$ cat config.mk
export PLATFORM = sky130hd
export DESIGN_NAME = tsp_spi_port
export DESIGN_NICKNAME = d
export VERILOG_FILES = /design/src/tsp_pkg.sv /design/src/tsp_spi_port.sv /design/src/tsp_fifo.sv /design/src/tsp_mem.sv
export VERILOG_INCLUDE_DIRS = /design/src
export SDC_FILE = /design/constraint.sdc
export NUM_CORES = 1
export LEC_CHECK = 0
export BUFFER_PORTS_ARGS = -buffer_cell sky130_fd_sc_hd__buf_2
export CORE_MARGIN = 1.5
export CORE_UTILIZATION = 57
export CTS_CLUSTER_DIAMETER = 200
export DETAILED_ROUTE_END_ITERATION = 12
export PLACE_DENSITY = 0.81
export SLEW_MARGIN = 10
export SYNTH_ARGS = -nofsm -noshare
export SYNTH_HDL_FRONTEND = slang
export SYNTH_SLANG_ARGS = --single-unit
$ cat constraint.sdc
create_clock -name clk -period 3.3 [get_ports clk]
set_input_delay 0.66 -clock clk [delete_from_list [all_inputs] [get_ports clk]]
set_output_delay 0.66 -clock clk [all_outputs]
set_load 0.005 [all_outputs]
$ cat src/tsp_map.svh
`ifndef TSP_MAP_SVH
`define TSP_MAP_SVH
// Byte codes seen on the serial link
`define TSP_CODE_IDLE 8'h55
`define TSP_CODE_NULL 8'h00
`define TSP_CODE_BULK 8'h01
`define TSP_CODE_REPORT 8'hC1
// Set and get code windows, one code per setup address
`define TSP_SET_BASE 8'h90
`define TSP_GET_BASE 8'h60
`define TSP_SETUP_SPAN 8'h30
// Bulk setup load carries 42 data bytes, index of the last one
`define TSP_BULK_LAST 6'h29
`define TSP_REPORT_LEN 2'h2
`define TSP_REPLY_ONE 2'h1
`define TSP_BIT_LAST 3'h7
// CRC defaults, overridable by parameter
`define TSP_CRC_POLY 8'h07
`define TSP_CRC_INIT 8'h00
// Timing and sizes
`define TSP_CLK_MHZ 250
`define TSP_TIMEOUT_MS 100
`define TSP_US_PER_MS 1000
`define TSP_FIFO_DEPTH 4
`define TSP_MEM_AW 7
`endif

$ cat src/tsp_pkg.sv
`default_nettype none
package tsp_pkg;

  typedef enum logic [5:0] {
    ST_IDLE    = 6'h01,
    ST_BULK    = 6'h02,
    ST_SETDATA = 6'h04,
    ST_CMDCRC  = 6'h08,
    ST_REPLY   = 6'h10,
    ST_RCRC    = 6'h20
  } tsp_state_e;

  typedef enum logic [2:0] {
    K_NULL   = 3'h0,
    K_CTRL   = 3'h1,
    K_SET    = 3'h2,
    K_GET    = 3'h3,
    K_REPORT = 3'h4,
    K_BULK   = 3'h5
  } tsp_kind_e;

  typedef struct packed {
    logic valid;
    logic [7:0] code;
  } tsp_cmd_s;

  typedef struct packed {
    logic we;
    logic [6:0] addr;
    logic [7:0] data;
  } tsp_mwr_s;

endpackage
`default_nettype wire

$ cat src/tsp_spi_port.sv
`timescale 1ns/1ns
`default_nettype none
`include "tsp_map.svh"

module tsp_spi_port #(
  parameter int unsigned TIMEOUT_CYC = `TSP_TIMEOUT_MS * `TSP_US_PER_MS * `TSP_CLK_MHZ,
  parameter logic [7:0] CRC_POLY = `TSP_CRC_POLY,
  parameter logic [7:0] CRC_INIT = `TSP_CRC_INIT
) (
  // Clock and reset
  input wire logic clk,
  input wire logic reset,
  // Serial link pins
  input wire logic sck,
  input wire logic ss_n,
  input wire logic mosi,
  output logic miso,
  output logic miso_oe,
  // Configuration
  input wire logic crc_en,
  // Sensing side
  input wire logic [15:0] report_word,
  output logic report_taken,
  output tsp_pkg::tsp_cmd_s ctrl_cmd,
  output logic sense_halt,
  output logic setup_apply,
  output logic setup_bank,
  // Status
  output logic crc_error,
  output logic rx_fifo_ready,
  output logic rx_overrun
);
  localparam int TO_W = $clog2(TIMEOUT_CYC + 1);

  ////////////////////////////////////////////////////////////////////////////////
  function automatic logic [7:0] crc8(input logic [7:0] c, input logic [7:0] b);
    logic [7:0] r;
    r = c ^ b;
    for (int i = 0; i < 8; i++) begin
      r = r[7] ? ((r << 1) ^ CRC_POLY) : (r << 1);
    end
    return r;
  endfunction

  function automatic tsp_pkg::tsp_kind_e kind_of(input logic [7:0] c);
    if (c == `TSP_CODE_NULL) begin
      return tsp_pkg::K_NULL;
    end else if (c == `TSP_CODE_BULK) begin
      return tsp_pkg::K_BULK;
    end else if (c == `TSP_CODE_REPORT) begin
      return tsp_pkg::K_REPORT;
    end else if (c >= `TSP_SET_BASE && c < `TSP_SET_BASE + `TSP_SETUP_SPAN) begin
      return tsp_pkg::K_SET;
    end else if (c >= `TSP_GET_BASE && c < `TSP_GET_BASE + `TSP_SETUP_SPAN) begin
      return tsp_pkg::K_GET;
    end
    return tsp_pkg::K_CTRL;
  endfunction

  function automatic logic [5:0] addr_of(input logic [7:0] c);
    logic [7:0] d;
    d = (kind_of(c) == tsp_pkg::K_SET) ? c - `TSP_SET_BASE : c - `TSP_GET_BASE;
    return d[5:0];
  endfunction

  ////////////////////////////////////////////////////////////////////////////////
  // Pins are taken as synchronous; one stage of history finds the edges
  logic sck_d_reg;
  logic [2:0] bit_reg;
  logic [7:0] rx_sh_reg;
  logic [6:0] tx_sh_reg;
  logic byte_done_reg;
  logic [7:0] rx_byte_reg;
  logic sck_rise;
  logic sck_fall;
  logic to_hit;
  logic [7:0] tx_next_reg;

  assign sck_rise = ~sck_d_reg & sck & ~ss_n;
  assign sck_fall = sck_d_reg & ~sck & ~ss_n;
  assign miso_oe = ~ss_n;

  always_ff @(posedge clk) begin
    if (reset) begin
      sck_d_reg <= 1'b1;
    end else begin
      sck_d_reg <= sck;
    end
  end

  always_ff @(posedge clk) begin
    byte_done_reg <= 1'b0;
    if (reset) begin
      bit_reg <= '0;
      rx_sh_reg <= '0;
      rx_byte_reg <= '0;
    end else if (ss_n || to_hit) begin
      bit_reg <= '0;
    end else if (sck_rise) begin
      rx_sh_reg <= {rx_sh_reg[6:0], mosi};
      bit_reg <= bit_reg + 1'b1;
      if (bit_reg == `TSP_BIT_LAST) begin
        byte_done_reg <= 1'b1;
        rx_byte_reg <= {rx_sh_reg[6:0], mosi};
      end
    end
  end

  // First falling edge of a byte loads the reply prepared by the machine
  always_ff @(posedge clk) begin
    if (reset) begin
      miso <= 1'b1;
      tx_sh_reg <= '0;
    end else if (sck_fall) begin
      if (bit_reg == '0) begin
        miso <= tx_next_reg[7];
        tx_sh_reg <= tx_next_reg[6:0];
      end else begin
        miso <= tx_sh_reg[6];
        tx_sh_reg <= {tx_sh_reg[5:0], 1'b0};
      end
    end
  end

  ////////////////////////////////////////////////////////////////////////////////
  // Received bytes queue here while the machine waits on a memory read
  logic pop;
  logic rx_valid;
  logic [7:0] rx;
  logic rd_pend_reg;
  logic launch_reg;

  assign pop = rx_valid & ~rd_pend_reg & ~launch_reg;
  assign rx_overrun = byte_done_reg & ~rx_fifo_ready;

  tsp_fifo #(
    .W(8),
    .D(`TSP_FIFO_DEPTH)
  ) u_rx_fifo (
    .clk(clk),
    .reset(reset),
    .in_valid(byte_done_reg),
    .in_data(rx_byte_reg),
    .in_ready(rx_fifo_ready),
    .out_valid(rx_valid),
    .out_data(rx),
    .out_ready(~rd_pend_reg & ~launch_reg)
  );

  ////////////////////////////////////////////////////////////////////////////////
  // Setup memory: two banks, bulk loads fill the idle one and then swap
  tsp_pkg::tsp_mwr_s mwr_reg;
  logic rd_req_reg;
  logic [6:0] rd_addr_reg;
  logic [7:0] mem_rdata;
  logic mem_rvalid;

  tsp_mem #(
    .AW(`TSP_MEM_AW),
    .DW(8)
  ) u_setup_mem (
    .clk(clk),
    .reset(reset),
    .we(mwr_reg.we),
    .waddr(mwr_reg.addr),
    .wdata(mwr_reg.data),
    .re(rd_req_reg),
    .raddr(rd_addr_reg),
    .rdata(mem_rdata),
    .rvalid(mem_rvalid)
  );

  ////////////////////////////////////////////////////////////////////////////////
  // Inter-byte watchdog, only while a transfer is open
  tsp_pkg::tsp_state_e state_reg;
  logic [TO_W-1:0] to_cnt_reg;

  assign to_hit = (to_cnt_reg == TO_W'(TIMEOUT_CYC - 1));

  always_ff @(posedge clk) begin
    if (reset || pop || to_hit || state_reg == tsp_pkg::ST_IDLE) begin
      to_cnt_reg <= '0;
    end else begin
      to_cnt_reg <= to_cnt_reg + 1'b1;
    end
  end

  ////////////////////////////////////////////////////////////////////////////////
  // Transfer machine
  tsp_pkg::tsp_kind_e kind_reg;
  logic crc_on_reg;
  logic [7:0] crc_reg;
  logic [7:0] rcrc_reg;
  logic [7:0] data_reg;
  logic [7:0] rep_lo_reg;
  logic [5:0] addr_reg;
  logic [5:0] bulk_cnt_reg;
  logic [1:0] left_reg;

  always_ff @(posedge clk) begin
    ctrl_cmd.valid <= 1'b0;
    mwr_reg.we <= 1'b0;
    rd_req_reg <= 1'b0;
    launch_reg <= 1'b0;
    crc_error <= 1'b0;
    setup_apply <= 1'b0;
    report_taken <= 1'b0;
    if (reset) begin
      state_reg <= tsp_pkg::ST_IDLE;
      kind_reg <= tsp_pkg::K_NULL;
      tx_next_reg <= `TSP_CODE_IDLE;
      ctrl_cmd.code <= '0;
      mwr_reg.addr <= '0;
      mwr_reg.data <= '0;
      rd_addr_reg <= '0;
      rd_pend_reg <= 1'b0;
      crc_on_reg <= 1'b0;
      crc_reg <= '0;
      rcrc_reg <= '0;
      data_reg <= '0;
      rep_lo_reg <= '0;
      addr_reg <= '0;
      bulk_cnt_reg <= '0;
      left_reg <= '0;
      sense_halt <= 1'b0;
      setup_bank <= 1'b0;
    end else if (to_hit) begin
      state_reg <= tsp_pkg::ST_IDLE;
      tx_next_reg <= `TSP_CODE_IDLE;
      rd_pend_reg <= 1'b0;
      sense_halt <= 1'b0;
    end else if (mem_rvalid) begin
      tx_next_reg <= mem_rdata;
      rcrc_reg <= crc8(rcrc_reg, mem_rdata);
      rd_pend_reg <= 1'b0;
    end else if (launch_reg) begin
      unique case (kind_reg)
        tsp_pkg::K_GET: begin
          rd_req_reg <= 1'b1;
          rd_addr_reg <= {setup_bank, addr_reg};
          rd_pend_reg <= 1'b1;
          rcrc_reg <= CRC_INIT;
          left_reg <= `TSP_REPLY_ONE;
          state_reg <= tsp_pkg::ST_REPLY;
        end
        tsp_pkg::K_REPORT: begin
          tx_next_reg <= report_word[15:8];
          rep_lo_reg <= report_word[7:0];
          rcrc_reg <= crc8(CRC_INIT, report_word[15:8]);
          report_taken <= 1'b1;
          left_reg <= `TSP_REPORT_LEN;
          state_reg <= tsp_pkg::ST_REPLY;
        end
        default: begin
          ctrl_cmd.valid <= 1'b1;
          ctrl_cmd.code <= data_reg;
          state_reg <= tsp_pkg::ST_IDLE;
          tx_next_reg <= `TSP_CODE_IDLE;
        end
      endcase
    end else if (pop) begin
      unique case (state_reg)
        tsp_pkg::ST_IDLE: begin
          crc_on_reg <= crc_en;
          crc_reg <= crc8(CRC_INIT, rx);
          kind_reg <= kind_of(rx);
          addr_reg <= addr_of(rx);
          data_reg <= rx;
          unique case (kind_of(rx))
            tsp_pkg::K_NULL: begin
              tx_next_reg <= `TSP_CODE_IDLE;
            end
            tsp_pkg::K_BULK: begin
              sense_halt <= 1'b1;
              bulk_cnt_reg <= '0;
              tx_next_reg <= `TSP_CODE_IDLE;
              state_reg <= tsp_pkg::ST_BULK;
            end
            tsp_pkg::K_SET: begin
              tx_next_reg <= rx;
              state_reg <= tsp_pkg::ST_SETDATA;
            end
            default: begin
              if (crc_en) begin
                tx_next_reg <= crc8(CRC_INIT, rx);
                state_reg <= tsp_pkg::ST_CMDCRC;
              end else begin
                launch_reg <= 1'b1;
              end
            end
          endcase
        end
        tsp_pkg::ST_BULK: begin
          mwr_reg.we <= 1'b1;
          mwr_reg.addr <= {~setup_bank, bulk_cnt_reg};
          mwr_reg.data <= rx;
          crc_reg <= crc8(crc_reg, rx);
          bulk_cnt_reg <= bulk_cnt_reg + 1'b1;
          if (bulk_cnt_reg == `TSP_BULK_LAST) begin
            if (crc_on_reg) begin
              tx_next_reg <= crc8(crc_reg, rx);
              state_reg <= tsp_pkg::ST_CMDCRC;
            end else begin
              setup_bank <= ~setup_bank;
              setup_apply <= 1'b1;
              sense_halt <= 1'b0;
              tx_next_reg <= `TSP_CODE_IDLE;
              state_reg <= tsp_pkg::ST_IDLE;
            end
          end
        end
        tsp_pkg::ST_SETDATA: begin
          data_reg <= rx;
          crc_reg <= crc8(crc_reg, rx);
          if (crc_on_reg) begin
            tx_next_reg <= crc8(crc_reg, rx);
            state_reg <= tsp_pkg::ST_CMDCRC;
          end else begin
            mwr_reg.we <= 1'b1;
            mwr_reg.addr <= {setup_bank, addr_reg};
            mwr_reg.data <= rx;
            tx_next_reg <= `TSP_CODE_IDLE;
            state_reg <= tsp_pkg::ST_IDLE;
          end
        end
        tsp_pkg::ST_CMDCRC: begin
          tx_next_reg <= `TSP_CODE_IDLE;
          state_reg <= tsp_pkg::ST_IDLE;
          sense_halt <= 1'b0;
          if (rx == crc_reg) begin
            unique case (kind_reg)
              tsp_pkg::K_SET: begin
                mwr_reg.we <= 1'b1;
                mwr_reg.addr <= {setup_bank, addr_reg};
                mwr_reg.data <= data_reg;
              end
              tsp_pkg::K_BULK: begin
                setup_bank <= ~setup_bank;
                setup_apply <= 1'b1;
              end
              default: begin
                launch_reg <= 1'b1;
              end
            endcase
          end else begin
            // Mismatch drops the whole transfer; a bulk load keeps old settings
            crc_error <= 1'b1;
          end
        end
        tsp_pkg::ST_REPLY: begin
          if (left_reg == `TSP_REPORT_LEN) begin
            tx_next_reg <= rep_lo_reg;
            rcrc_reg <= crc8(rcrc_reg, rep_lo_reg);
            left_reg <= `TSP_REPLY_ONE;
          end else if (crc_on_reg) begin
            tx_next_reg <= rcrc_reg;
            state_reg <= tsp_pkg::ST_RCRC;
          end else begin
            tx_next_reg <= `TSP_CODE_IDLE;
            state_reg <= tsp_pkg::ST_IDLE;
          end
        end
        tsp_pkg::ST_RCRC: begin
          tx_next_reg <= `TSP_CODE_IDLE;
          state_reg <= tsp_pkg::ST_IDLE;
        end
      endcase
    end
  end
endmodule
`default_nettype wire

$ cat src/tsp_fifo.sv
`timescale 1ns/1ns
`default_nettype none
module tsp_fifo #(
  parameter int W = 8,
  parameter int D = 4
) (
  // Clock and reset
  input wire logic clk,
  input wire logic reset,
  // Fill side
  input wire logic in_valid,
  input wire logic [W-1:0] in_data,
  output logic in_ready,
  // Drain side
  output logic out_valid,
  output logic [W-1:0] out_data,
  input wire logic out_ready
);
  localparam int AW = (D > 1) ? $clog2(D) : 1;
  logic [W-1:0] mem_reg [D];
  logic [AW-1:0] wp_reg;
  logic [AW-1:0] rp_reg;
  logic [AW:0] cnt_reg;
  logic push;
  logic pop;

  assign in_ready = (cnt_reg != (AW+1)'(D));
  assign out_valid = (cnt_reg != '0);
  assign out_data = mem_reg[rp_reg];
  assign push = in_valid & in_ready;
  assign pop = out_valid & out_ready;

  always_ff @(posedge clk) begin
    if (push) begin
      mem_reg[wp_reg] <= in_data;
    end
  end

  always_ff @(posedge clk) begin
    if (reset) begin
      wp_reg <= '0;
      rp_reg <= '0;
      cnt_reg <= '0;
    end else begin
      if (push) begin
        wp_reg <= (wp_reg == AW'(D-1)) ? '0 : wp_reg + 1'b1;
      end
      if (pop) begin
        rp_reg <= (rp_reg == AW'(D-1)) ? '0 : rp_reg + 1'b1;
      end
      cnt_reg <= cnt_reg + (AW+1)'(push) - (AW+1)'(pop);
    end
  end
endmodule
`default_nettype wire

$ cat src/tsp_mem.sv
`timescale 1ns/1ns
`default_nettype none
module tsp_mem #(
  parameter int AW = 7,
  parameter int DW = 8
) (
  // Clock and reset
  input wire logic clk,
  input wire logic reset,
  // Write port
  input wire logic we,
  input wire logic [AW-1:0] waddr,
  input wire logic [DW-1:0] wdata,
  // Read port, data one cycle after the request
  input wire logic re,
  input wire logic [AW-1:0] raddr,
  output logic [DW-1:0] rdata,
  output logic rvalid
);
  logic [DW-1:0] mem_reg [2**AW];

  always_ff @(posedge clk) begin
    if (we) begin
      mem_reg[waddr] <= wdata;
    end
  end

  always_ff @(posedge clk) begin
    if (reset) begin
      rdata <= '0;
      rvalid <= 1'b0;
    end else begin
      rvalid <= re;
      if (re) begin
        rdata <= mem_reg[raddr];
      end
    end
  end
endmodule
`default_nettype wire

Word-level counts from Yosys, hierarchy flattened

Memory sizes are Yosys's and may differ from the RTL's. A register that Yosys moved wholly into a read port is not among the register bits.
Cells that the tools add are included.

Memory bits (writable): 1056
Memories: 2
Logic and storage cells: 346
Bits of input ports: 22
Register bits: 165

Memory list:

| name                | words | width | read ports | clocked after Yosys merged registers in | wr ports | RTL line       | RTL |
|---|---|---|---|---|---|---|---|
| u_setup_mem.mem_reg | 128   | 8     | 1          | 1                                       | 1        | tsp_mem.sv:20  | `logic [DW-1:0] mem_reg [2**AW];` |
| u_rx_fifo.mem_reg   | 4     | 8     | 1          | 1                                       | 1        | tsp_fifo.sv:20 | `logic [W-1:0] mem_reg [D];` |

Order comparisons: 4
Equal/unequal tests: 38
Add/sub/neg operators: 9
Reduce and logical (&&, ||, !) cells: 52
Bitwise gates (word level): 67
Multiplexer cells: 137

Operators with widths:

| kind                                           | number |
|---|---|
| 2-to-1 mux 3 bit                               | 52 |
| NOT 3 bit                                      | 40 |
| 2-to-1 mux 8 bit                               | 13 |
| case mux 8 bit (2 select lines)                | 4 |
| 2-to-1 mux 16 bit                              | 3 |
| 2-to-1 mux 6 bit                               | 8 |
| case mux 16 bit (3 select lines)               | 1 |
| case mux 8 bit (5 select lines)                | 1 |
| 2-to-1 mux 1 bit                               | 35 |
| case mux 6 bit (5 select lines)                | 1 |
| adder 25 x 1 -> 25 bit (second input constant) | 1 |
| equality test 25 bit (second input constant)   | 1 |
| XOR 8 bit                                      | 3 |
| AND reduction 5 bit                            | 4 |
| case mux 6 bit (3 select lines)                | 1 |
| AND reduction 6 bit                            | 3 |
| nonzero test 3 bit                             | 6 |
| < comparator 8 bit (second input constant)     | 2 |
| 2-to-1 mux 2 bit                               | 8 |
| AND reduction 4 bit                            | 4 |
| OR reduction 2 bit                             | 8 |
| NOT 1 bit                                      | 14 |
| equality test 3 bit (second input constant)    | 4 |
| equality test 6 bit (second input constant)    | 2 |
| 51 further kinds                               | 88 |

Longest topological paths before layout

Gate-level depths: netlist of the first run.

Word-level depth: 27
Mapped depth: 14
Depth with buffers taken out: 12

By module

Synthesis of the first run repeated with hierarchy kept, for this count alone.

Cells, all modules: 2968
Area, all modules: 50567.2 um^2

Modules (own cells, without submodules):

| module       | area each (um^2) | times used | cells an instance |
|---|---|---|---|
| tsp_mem      | 40356.2          | 1          | 1865 |
| tsp_spi_port | 8573.2           | 1          | 1012 |
| tsp_fifo     | 1637.8           | 1          | 91 |

Worst setup path after synthesis of the first run

OpenSTA, ideal clock, no wires.

Path type: reg2reg
Start point: reg (tool-made name)
End point: reg tx_next_reg[5]
Library setup time: 0.124 ns
Clock period less this slack: 3.187 ns
Arrival time: 3.063 ns
Cell stages (with the launch flop): 14
Setup slack: 0.113 ns
Required time: 3.176 ns
Buffers on the path: 3
Cell sequence: dfxtp_1 buf_6 mux4_1 clkbuf_1 inv_1 ha_1 nand2b_1 o311ai_4 a2111oi_1 o31ai_2 or2_1 buf_4 o21ai_0 a31oi_1

RTL lines:

| item                   | RTL line            | RTL |
|---|---|---|
| end signal: assignment | tsp_spi_port.sv:211 | `` tx_next_reg <= `TSP_CODE_IDLE; `` |
| end signal: assignment | tsp_spi_port.sv:229 | `` tx_next_reg <= `TSP_CODE_IDLE; `` |
| end signal: assignment | tsp_spi_port.sv:233 | `tx_next_reg <= mem_rdata;` |
| end: declaration       | tsp_spi_port.sv:77  | `logic [7:0] tx_next_reg;` |

==> results of run 1 <==
[how the worst min path moves through the flow]
stage | cells after the start | start | end | slack, ns
after global placement | 1 | to_cnt_reg[0]$_SDFF_PP0_ | to_cnt_reg[0]$_SDFF_PP0_ | 0.45
after floorplan | 1 | to_cnt_reg[0]$_SDFF_PP0_ | to_cnt_reg[0]$_SDFF_PP0_ | 0.44
after detailed placement | 2 | tx_sh_reg[0]$_SDFFE_PP0P_ | tx_sh_reg[0]$_SDFFE_PP0P_ | 0.46
final | 2 | sck | sck_d_reg$_SDFF_PP1_ | 0.22
after global routing | 3 | report_word[4] | rep_lo_reg[4]$_SDFFE_PP0P_ | 0.20
after CTS | 2 | sck | sck_d_reg$_SDFF_PP1_ | 0.19
[cell usage in the layout (no fill, tap or decap), types with 16 or more instances in the layout]
master                      instances
sky130_fd_sc_hd__a211oi_1          27
sky130_fd_sc_hd__inv_1             23
sky130_fd_sc_hd__a21oi_1           77
sky130_fd_sc_hd__clkinv_1          16
sky130_fd_sc_hd__bufinv_16         17
sky130_fd_sc_hd__buf_12            17
sky130_fd_sc_hd__dfxtp_1          161
sky130_fd_sc_hd__clkbuf_1          27
sky130_fd_sc_hd__buf_4            160
sky130_fd_sc_hd__nand2_1          118
sky130_fd_sc_hd__buf_2             38
sky130_fd_sc_hd__xnor2_1           70
sky130_fd_sc_hd__mux2i_1           71
sky130_fd_sc_hd__xor2_1            42
sky130_fd_sc_hd__nor2b_1           17
sky130_fd_sc_hd__a31oi_1           16
sky130_fd_sc_hd__and3_1            17
sky130_fd_sc_hd__o21ai_0           32
sky130_fd_sc_hd__clkinv_2          17
sky130_fd_sc_hd__edfxtp_1        1056
sky130_fd_sc_hd__ha_1              28
sky130_fd_sc_hd__nor2_1           297
sky130_fd_sc_hd__nor3_1            26
sky130_fd_sc_hd__mux4_2           327
sky130_fd_sc_hd__clkbuf_16        118
sky130_fd_sc_hd__nand3_1           45
[kinds of logic after synthesis]
family,Yosys count,synth area share
and+or+nand+nor,604,0.05489
buffers and inverters,177,0.01495
DFF,1231,0.7058
muxes,400,0.1630
xor gates and xnor gates,116,0.02107
AOI/OAI and AO/OA,246,0.03290
adders and majority gates,29,0.007423
[worst max-delay path: cells and delay by family, from the launching register on]
kind	cells	cell delay (ns)
AND/OR/NAND/NOR	4	0.78
multiplexers	1	0.40
buffers and inverters	2	0.39
flip-flops	1	0.57
adder cells (fa/ha/maj)	1	0.22
XOR/XNOR	1	0.26
AO/OA/AOI/OAI	2	0.50
[power groups by stage]
stage | Clock (mW) | Combinational, mW | Sequential [mW]
after floorplan | 0 | 3.54 | 17.7
after global placement | 0 | 5.10 | 17.9
after detailed placement | 0 | 5.14 | 17.9
after CTS | 14.0 | 5.18 | 17.5
after global routing | 14.6 | 5.76 | 17.6
final | 13.9 | 5.30 | 17.6
[cell type report]
class / count / area (µm²)
inverters: 24 / 90.09
multi-input cells: 1395 / 13960
clock buffers: 150 / 3123
well taps: 1155 / 1445
clock inverters: 71 / 865.8
flip-flops and latches: 1231 / 35260
diodes: 1 / 2.502
fillers: 5569 / 30270
repair buffers: 215 / 1732
[timing repair]
item | in CTS | in global routing
setup endpoints to repair | 12 | 21
buffers inserted | 0 | 2
cloned | 0 | 0
gates resized for setup | 2 | 12
pin swaps | 0 | 0
[stage by stage]
stage / setup slack (ns) / std cells / power (mW)
after floorplan: 0.1125 / 2803 / 21.25
after global placement: 0.02078 / 4018 / 22.95
after detailed placement: -0.08281 / 4018 / 23.02
after CTS: 0.06088 / 4239 / 36.76
after global routing: -0.01528 / 4241 / 37.93
final: 0.09502 / 4242 / 36.81
[routing by layer]
layer | share of wire | up-vias
met5 | 0.00045 | -
met4 | 0.042 | 8
met3 | 0.085 | 315
met2 | 0.50 | 1740
met1 | 0.37 | 14390
li1 | - | 11500
==> impl_summary.md, run 1 <==
Power and ir drop
The leakage power total is 17.99 nW. Dividing total power by cell area gives a power density of approximately 650 mW/mm². The worst vdd rail ir drop is 0.5868 mV. The switching share of total power is 0.2559.

Of the total power, combinational logic draws 0.144. The share of total power dissipated in sequential elements is 0.477. The internal power of the cells totals approximately 27 mW. Summed over all nets, the switching power comes to 9.420 mW. Of the total power, the clock network draws 0.379.

Timing
The final-report setup violation count is 0. For the finished layout, the period the worst path requires is 3.205 ns. The worst slack on hold paths is 0.2161 ns. The clock arrives with between 0.04 and 0.05 ns of skew. Of the available clock period, the critical path in the final layout requires 0.9712. After routing, the total negative slack on setup checks comes to 0 ns. For the pin with the worst max-slew slack, the measured transition is 1.133 ns. The highest clock rate is 0.3120 GHz. The worst pin sits at a relative slew slack of 0.2446. The max-slew violation count is 0. The number of hold violations in the final report is 0.

Critical path
The worst endpoint data arrival time is 3.80 ns. The maximum fanout along the worst path is 29. Traced cell by cell, the critical path runs through mux4_2 > buf_4 > xnor2_1 > ha_1 > nand3_1 > or3_1 > nand2_1 > o2111a_1 > buf_12 > nor2_1 > a211oi_1. The critical path class is flip-flop to flip-flop. The minimum setup slack among reg-to-reg paths is 0.1 ns. The capturing instance or port of the critical path is mwr_reg[13]$_SDFFE_PP0P_. The master of the slowest instance on the critical path is sky130_fd_sc_hd__dfxtp_1. The worst setup path is launched from a flip-flop. The required time of the critical path is about 4 ns. The endpoint class of the critical path is a flip-flop. For this run, the slowest stage of the critical path takes 0.57 ns.

The depth of the most critical reg-to-reg path is 11. The worst register-to-register path ends at mwr_reg[13]$_SDFFE_PP0P_.

CTS
After clock tree synthesis, the flow added hold-fix buffers numbering 0. TritonCTS built the clock tree. The H-tree level count is 3. After clock tree synthesis, the clock-pin slew on the worst setup and hold paths is 0.06 ns. The cell sitting at the root of the clock tree is a sky130_fd_sc_hd__clkbuf_16. Counting every sink on the clock net gives 1231. The worst-case clock buffer depth is 3. The CTS buffer count is 117. The later pin in the worst-skew pair is clocked with a latency of between 0.7 and 0.8 ns.

Yosys
Synthesis produced a netlist with a net count of 2854. Ranked by instance count, the synthesized netlist is headed by sky130_fd_sc_hd__edfxtp_1, sky130_fd_sc_hd__mux4_2, sky130_fd_sc_hd__nor2_1. Yosys attributes the largest share of cell area to sky130_fd_sc_hd__edfxtp_1, sky130_fd_sc_hd__mux4_2, sky130_fd_sc_hd__dfxtp_1. Yosys mapped the design onto 80 distinct sky130hd cell types. The synthesized area divided by synthesized cell count is 17.80 µm².

The number of warnings reported in the yosys synthesis log is 0. In this run, synthesis inferred between 1000 and 1500 flip-flops with an integrated enable. The post-synthesis register bit count is around 1200. The library cell occupying the most area in the post-synthesis netlist is sky130_fd_sc_hd__edfxtp_1. Of the synthesized area, sequential elements account for 0.7058.

The most common cell in the netlist is sky130_fd_sc_hd__edfxtp_1. In the synthesized netlist, the number of instances is 2803. In the synthesized netlist the dominant register cell turns out to be sky130_fd_sc_hd__edfxtp_1. For this run, asynchronously set or reset flops after synthesis account for 0. The netlist area before placement is 0.04989 mm². The share of synthesized area in the top cell type comes to 0.6356.

Cells and area
Of the cells placed in the final design, the portion with a size suffix greater than 1 is 0.2459. Summing all non-filler instances in the final layout gives an area of 0.05648 mm². For this run, the share of the core covered by cells in the final layout is 0.6511.

The layout net count is 3035. From synthesis to final layout, the design area changed by 13.21%. The number of flip-flops in the largest register is 1024.

Detailed routing
The DRC violation count after routing is 0. The count of nets left with antenna violations once routing finished came out at 0. The first detailed-routing pass ran for 5 iterations.

After the first detailed-routing iteration, the DRC count stood at 3805. Summing over every cut layer, the via total after detailed routing is ~28000. The mean routed wirelength per cell is slightly below 30 µm. The routed design has ~120 mm of wire.

The mean number of vias per cell is 6.591.

Floorplan
Measured along the y axis, the die boundary spans 298.9 µm. For this configuration, the core starts out at a cell density of 0.5751. The boundary pin count is 40. The floorplan step defined a die boundary enclosing 0.08931 mm².

The die boundary width is 298.9 µm. The total number of placement rows is about 110. The total core area is 0.08675 mm².

GRT
The highest-utilization routing layer at the global route stage is met2. The routing usage on met1 is 0.3765. For met3 alone, demand over resource in global routing was 0.04384. The via count of the first global-routing pass is 28180. For met2 alone, demand over resource in global routing was 0.4658. In the global route stage, overall resource usage came out at 0.2808. The residual overflow from global routing is 0. The global-route wire length before repair is 184.7 mm. Entering global routing, the biggest net connects between 90 and 100 pins.

The initial antenna violation count is 4.

Outcome
The run finished with clean final reports.

Place
The instance area after placement is 0.05244 mm². The count of buffers from port buffering is 39. The total half-perimeter wirelength after legalization and detailed placement is 75.65 mm. The placer's final routability congestion estimate is 0.9143.

Run
Max-cap violations in this run came to 0.

Min path
The classification of the worst-slack hold path is input port to flip-flop.
Note: power is estimated with default switching activity, not from simulation.
==> run 2: changes to the inputs <==
--- a/config.mk
+++ b/config.mk
@@ -9,7 +9,9 @@
 export BUFFER_PORTS_ARGS = -buffer_cell sky130_fd_sc_hd__buf_2
+export CELL_PAD_IN_SITES_DETAIL_PLACEMENT = 0
+export CELL_PAD_IN_SITES_GLOBAL_PLACEMENT = 2
 export CORE_MARGIN = 1.5
-export CORE_UTILIZATION = 57
+export CORE_UTILIZATION = 44
 export CTS_CLUSTER_DIAMETER = 200
 export DETAILED_ROUTE_END_ITERATION = 12
-export PLACE_DENSITY = 0.81
+export PLACE_DENSITY = 0.8
 export SLEW_MARGIN = 10
--- a/constraint.sdc
+++ b/constraint.sdc
@@ -3,2 +3,2 @@
 set_output_delay 0.66 -clock clk [all_outputs]
-set_load 0.005 [all_outputs]
+set_load 0.02 [all_outputs]
==> impl_summary.md, run 2 (same netlist as run 1, synthesis figures left out) <==
Outcome
The flow ran to the end, and the final reports show no timing, DRC or antenna violations.

Power and ir drop
The switching share of total power is 0.2569 (+0.001034). The net load switching power is 9.719 mW (+3.2%). The clock share of power was 0.387 (+0.008). The leakage power total came to 18.10 nW (+0.62%).

The post-layout total power is 37.83 mW (+2.8%). The power density over the cells is 660.8 mW/mm² (+1.4%). The combinational group share of total power is 0.149 (+0.005). The part of the power in registers is 0.464 (-0.013). The worst vdd rail ir drop is 0.5154 mV (-12%). The total internal power came to 28.11 mW (+2.6%).

Detailed routing
The DRC marker count from the first detailed-route iteration is 2462 (-35%). The mean routed wirelength per cell is 26.12 µm (-11%). The DRC violation count after routing came to 0 (unchanged). The detailed-route wire length is 119.7 mm (-4.0%). The mean number of vias per cell was 5.748 (-13%). The total iterations of the first detailed-routing run is 5 (unchanged).

The overall via count from detail_route is 26350 (-5.7%). The count of antenna-violating nets left after detailed routing is 0 (unchanged).

GRT
The via count of the first global-routing pass is 26960 (-4.3%). The overall fraction of global-route tracks in use is 0.2074 (-0.07343). The largest net degree at the start of global routing is 112 (+18%).

The global-route wire length before repair is 178.5 mm (-3.4%). The initial antenna violation count came to 0 (-4). The residual overflow from global routing came to 0 (unchanged).

CTS
TritonCTS built the clock tree. The cell chosen for the clock root is sky130_fd_sc_hd__clkbuf_16. The total of hold buffers inserted after clock tree synthesis was 0 (unchanged). The number of clock sinks is 1231 (unchanged). The clock insertion delay at the later pin of the skew report was 0.73 ns (+0.02 ns). The H-tree level count is 3 (unchanged). The clock-pin slew on the worst setup and hold paths is 0.06 ns (about the same). The worst-case clock buffer depth is 3 (unchanged). The CTS buffer count is 121 (+3.4%).

Critical path
The master of the slowest instance on the critical path is sky130_fd_sc_hd__mux4_2. The startpoint type of the worst setup path is a flip-flop. The required time of the critical path was 3.91 ns (about the same). The maximum fanout along the worst path came to 10 (-66%). The worst setup path is captured at a flip-flop. The kind of cell with the highest combined delay on the critical path is simple AND/OR/NAND/NOR gates. The number of buffer and inverter stages on the critical path is 2 (unchanged). The logic depth of the worst setup path including buffers is 11 (unchanged). The signal on the critical path passes through buf_4 > mux4_2 > inv_2 > ha_2 > nand3_2 > o311ai_4 > nand2_2 > nor2_4 > o221ai_4 > or4b_1 > a21oi_1.

The delay contributed by the slowest stage of the critical path came to 0.54 ns (-0.03 ns). The depth of the most critical reg-to-reg path is 11 (unchanged). The critical path is of the flip-flop to flip-flop type. The worst endpoint data arrival time came to 3.83 ns (+0.03 ns).

Timing
The max-slew violation count was 0 (unchanged). The aggregate negative setup slack is 0 ns (unchanged). The highest clock rate is 0.3105 GHz (-0.47%). The worst setup margin was 0.07987 ns (-0.01515 ns). The slew at the pin with the worst max-slew slack is 1.077 ns (-0.05647 ns). The final worst clock skew is 0.05510 ns (+0.008793 ns). The worst slew margin relative to its limit is 0.2822 (+0.03765).

The final-report setup violation count is 0 (unchanged). The ratio of final minimum period to clock period is 0.9758 (+0.004591). The number of hold violations in the final report is 0 (unchanged).

The minimum period implied by the final worst setup slack is 3.220 ns (+0.01515 ns). Setup repair after global routing could not meet its margin everywhere.

Place
The instance area after placement is 0.05281 mm² (+0.70%). The total half-perimeter wirelength after legalization and detailed placement came to 75.72 mm (about the same). The worst setup slack before clock tree synthesis is -0.04547 ns (+0.03734 ns). The number of cells after detailed placement is 4347 (+8.2%). The count of buffers from port buffering is 39 (unchanged). The placer's final routability congestion estimate came to 0.8352 (-8.7%).

Cells and area
The share of cells above drive strength 1 is 0.2513 (+0.005348). The final instance area came to 0.05724 mm² (+1.3%). Leaving out fill and tap cells, the most frequent cell in the layout is sky130_fd_sc_hd__edfxtp_1.

The number of flip-flops in the largest register is 1024 (unchanged). Compared with the post-synthesis result, the final layout area differs by 14.73%. The layout net count is 3028 (-0.23%). The top cell types in the final layout, fill and taps aside, are sky130_fd_sc_hd__edfxtp_1, sky130_fd_sc_hd__mux4_2, sky130_fd_sc_hd__nor2_1, sky130_fd_sc_hd__dfxtp_1, sky130_fd_sc_hd__buf_4.

The count of placed standard cells in the final layout, fillers left out is 4585 (+8.1%).

Floorplan
The height of the chip was 339.7 µm (+14%). The initial core utilization is 0.4435 (-0.1316). The boundary pin count came to 40 (unchanged). The die area is 0.1154 mm² (+29%). The die boundary width was 339.7 µm (+14%). The total core area is 0.1125 mm² (+30%). The total number of placement rows came to 123 (+14%).

Min path
In this run the worst hold path is classified as input port to flip-flop. The depth of the worst hold-timing path is 2 (unchanged).

Run
The max-capacitance violation count is 0 (unchanged).
-- run 2: cell count changes in the layout (fill, tap and decap cells not counted), sizes merged --
cell,previous run,this run
buf,215,204
bufinv,17,22
clkbuf,150,138
clkinv,40,55
clkinvlp,10,11
-- run 2: power by group through the flow --
stage	combinational (mW)	sequential, mW	clock, mW
final	5.62	17.6	14.6
after floorplan	3.55	17.7	0
after global placement	5.29	17.9	0
after CTS	5.34	17.6	14.9
after global routing	6.06	17.6	15.5
after detailed placement	5.30	17.9	0
-- run 2: path summary, 6_finish.rpt --
kind / from / endpoint / slack (ns)
setup / recovery: flip-flop / state_reg[5]$_SDFFE_PP0P_ / 0.08
setup reg to reg: flip-flop / state_reg[5]$_SDFFE_PP0P_ / 0.08
hold reg to reg: to_cnt_reg[0]$_SDFF_PP0_ / to_cnt_reg[0]$_SDFF_PP0_ / 0.48
hold / removal: sck / sck_d_reg$_SDFF_PP1_ / 0.20
-- run 2: worst register-to-register path: stages (launching register included) --
cell	delay (ns)
sky130_fd_sc_hd__dfxtp_4	0.38
sky130_fd_sc_hd__buf_4	0.14
sky130_fd_sc_hd__mux4_2	0.54
sky130_fd_sc_hd__inv_2	0.09
sky130_fd_sc_hd__ha_2	0.20
sky130_fd_sc_hd__nand3_2	0.12
sky130_fd_sc_hd__o311ai_4	0.41
sky130_fd_sc_hd__nand2_2	0.24
sky130_fd_sc_hd__nor2_4	0.17
sky130_fd_sc_hd__o221ai_4	0.18
sky130_fd_sc_hd__or4b_1	0.51
sky130_fd_sc_hd__a21oi_1	0.15
-- run 2: repair_timing --
action	CTS	global route
setup endpoints to repair	15	27
gates resized for setup	3	18
setup buffers	0	7
pin swaps	0	3
-- run 2: stage by stage --
stage                     utilization  hold WS (ns)
final                          0.5088        0.1987
after detailed placement       0.4694        0.4770
after global placement         0.4694        0.4542
after CTS                      0.5077        0.1454
after global routing           0.5088        0.1705
after floorplan                     -        0.4378
-- run 2: layout make-up --
| class | count | area (µm²) |
|---|---|---|
| well taps | 1500 | 1877 |
| flip-flops and latches | 1231 | 35260 |
| clock buffers | 138 | 3144 |
| clock inverters | 92 | 1150 |
| repair buffers | 204 | 1703 |
| multi-input cells | 1395 | 14010 |
| diodes | 1 | 2.502 |
| inverters | 24 | 90.09 |
| fillers | 8969 | 55260 |
-- run 2: routing by layer --
layer  GRT usage  vias up  wire [µm]
met5           0        -          0
met3     0.03730      175       7224
met4     0.06008        0       3237
met1      0.2874    13800      50530
met2      0.3373      866      58760
li1            -    11510          -
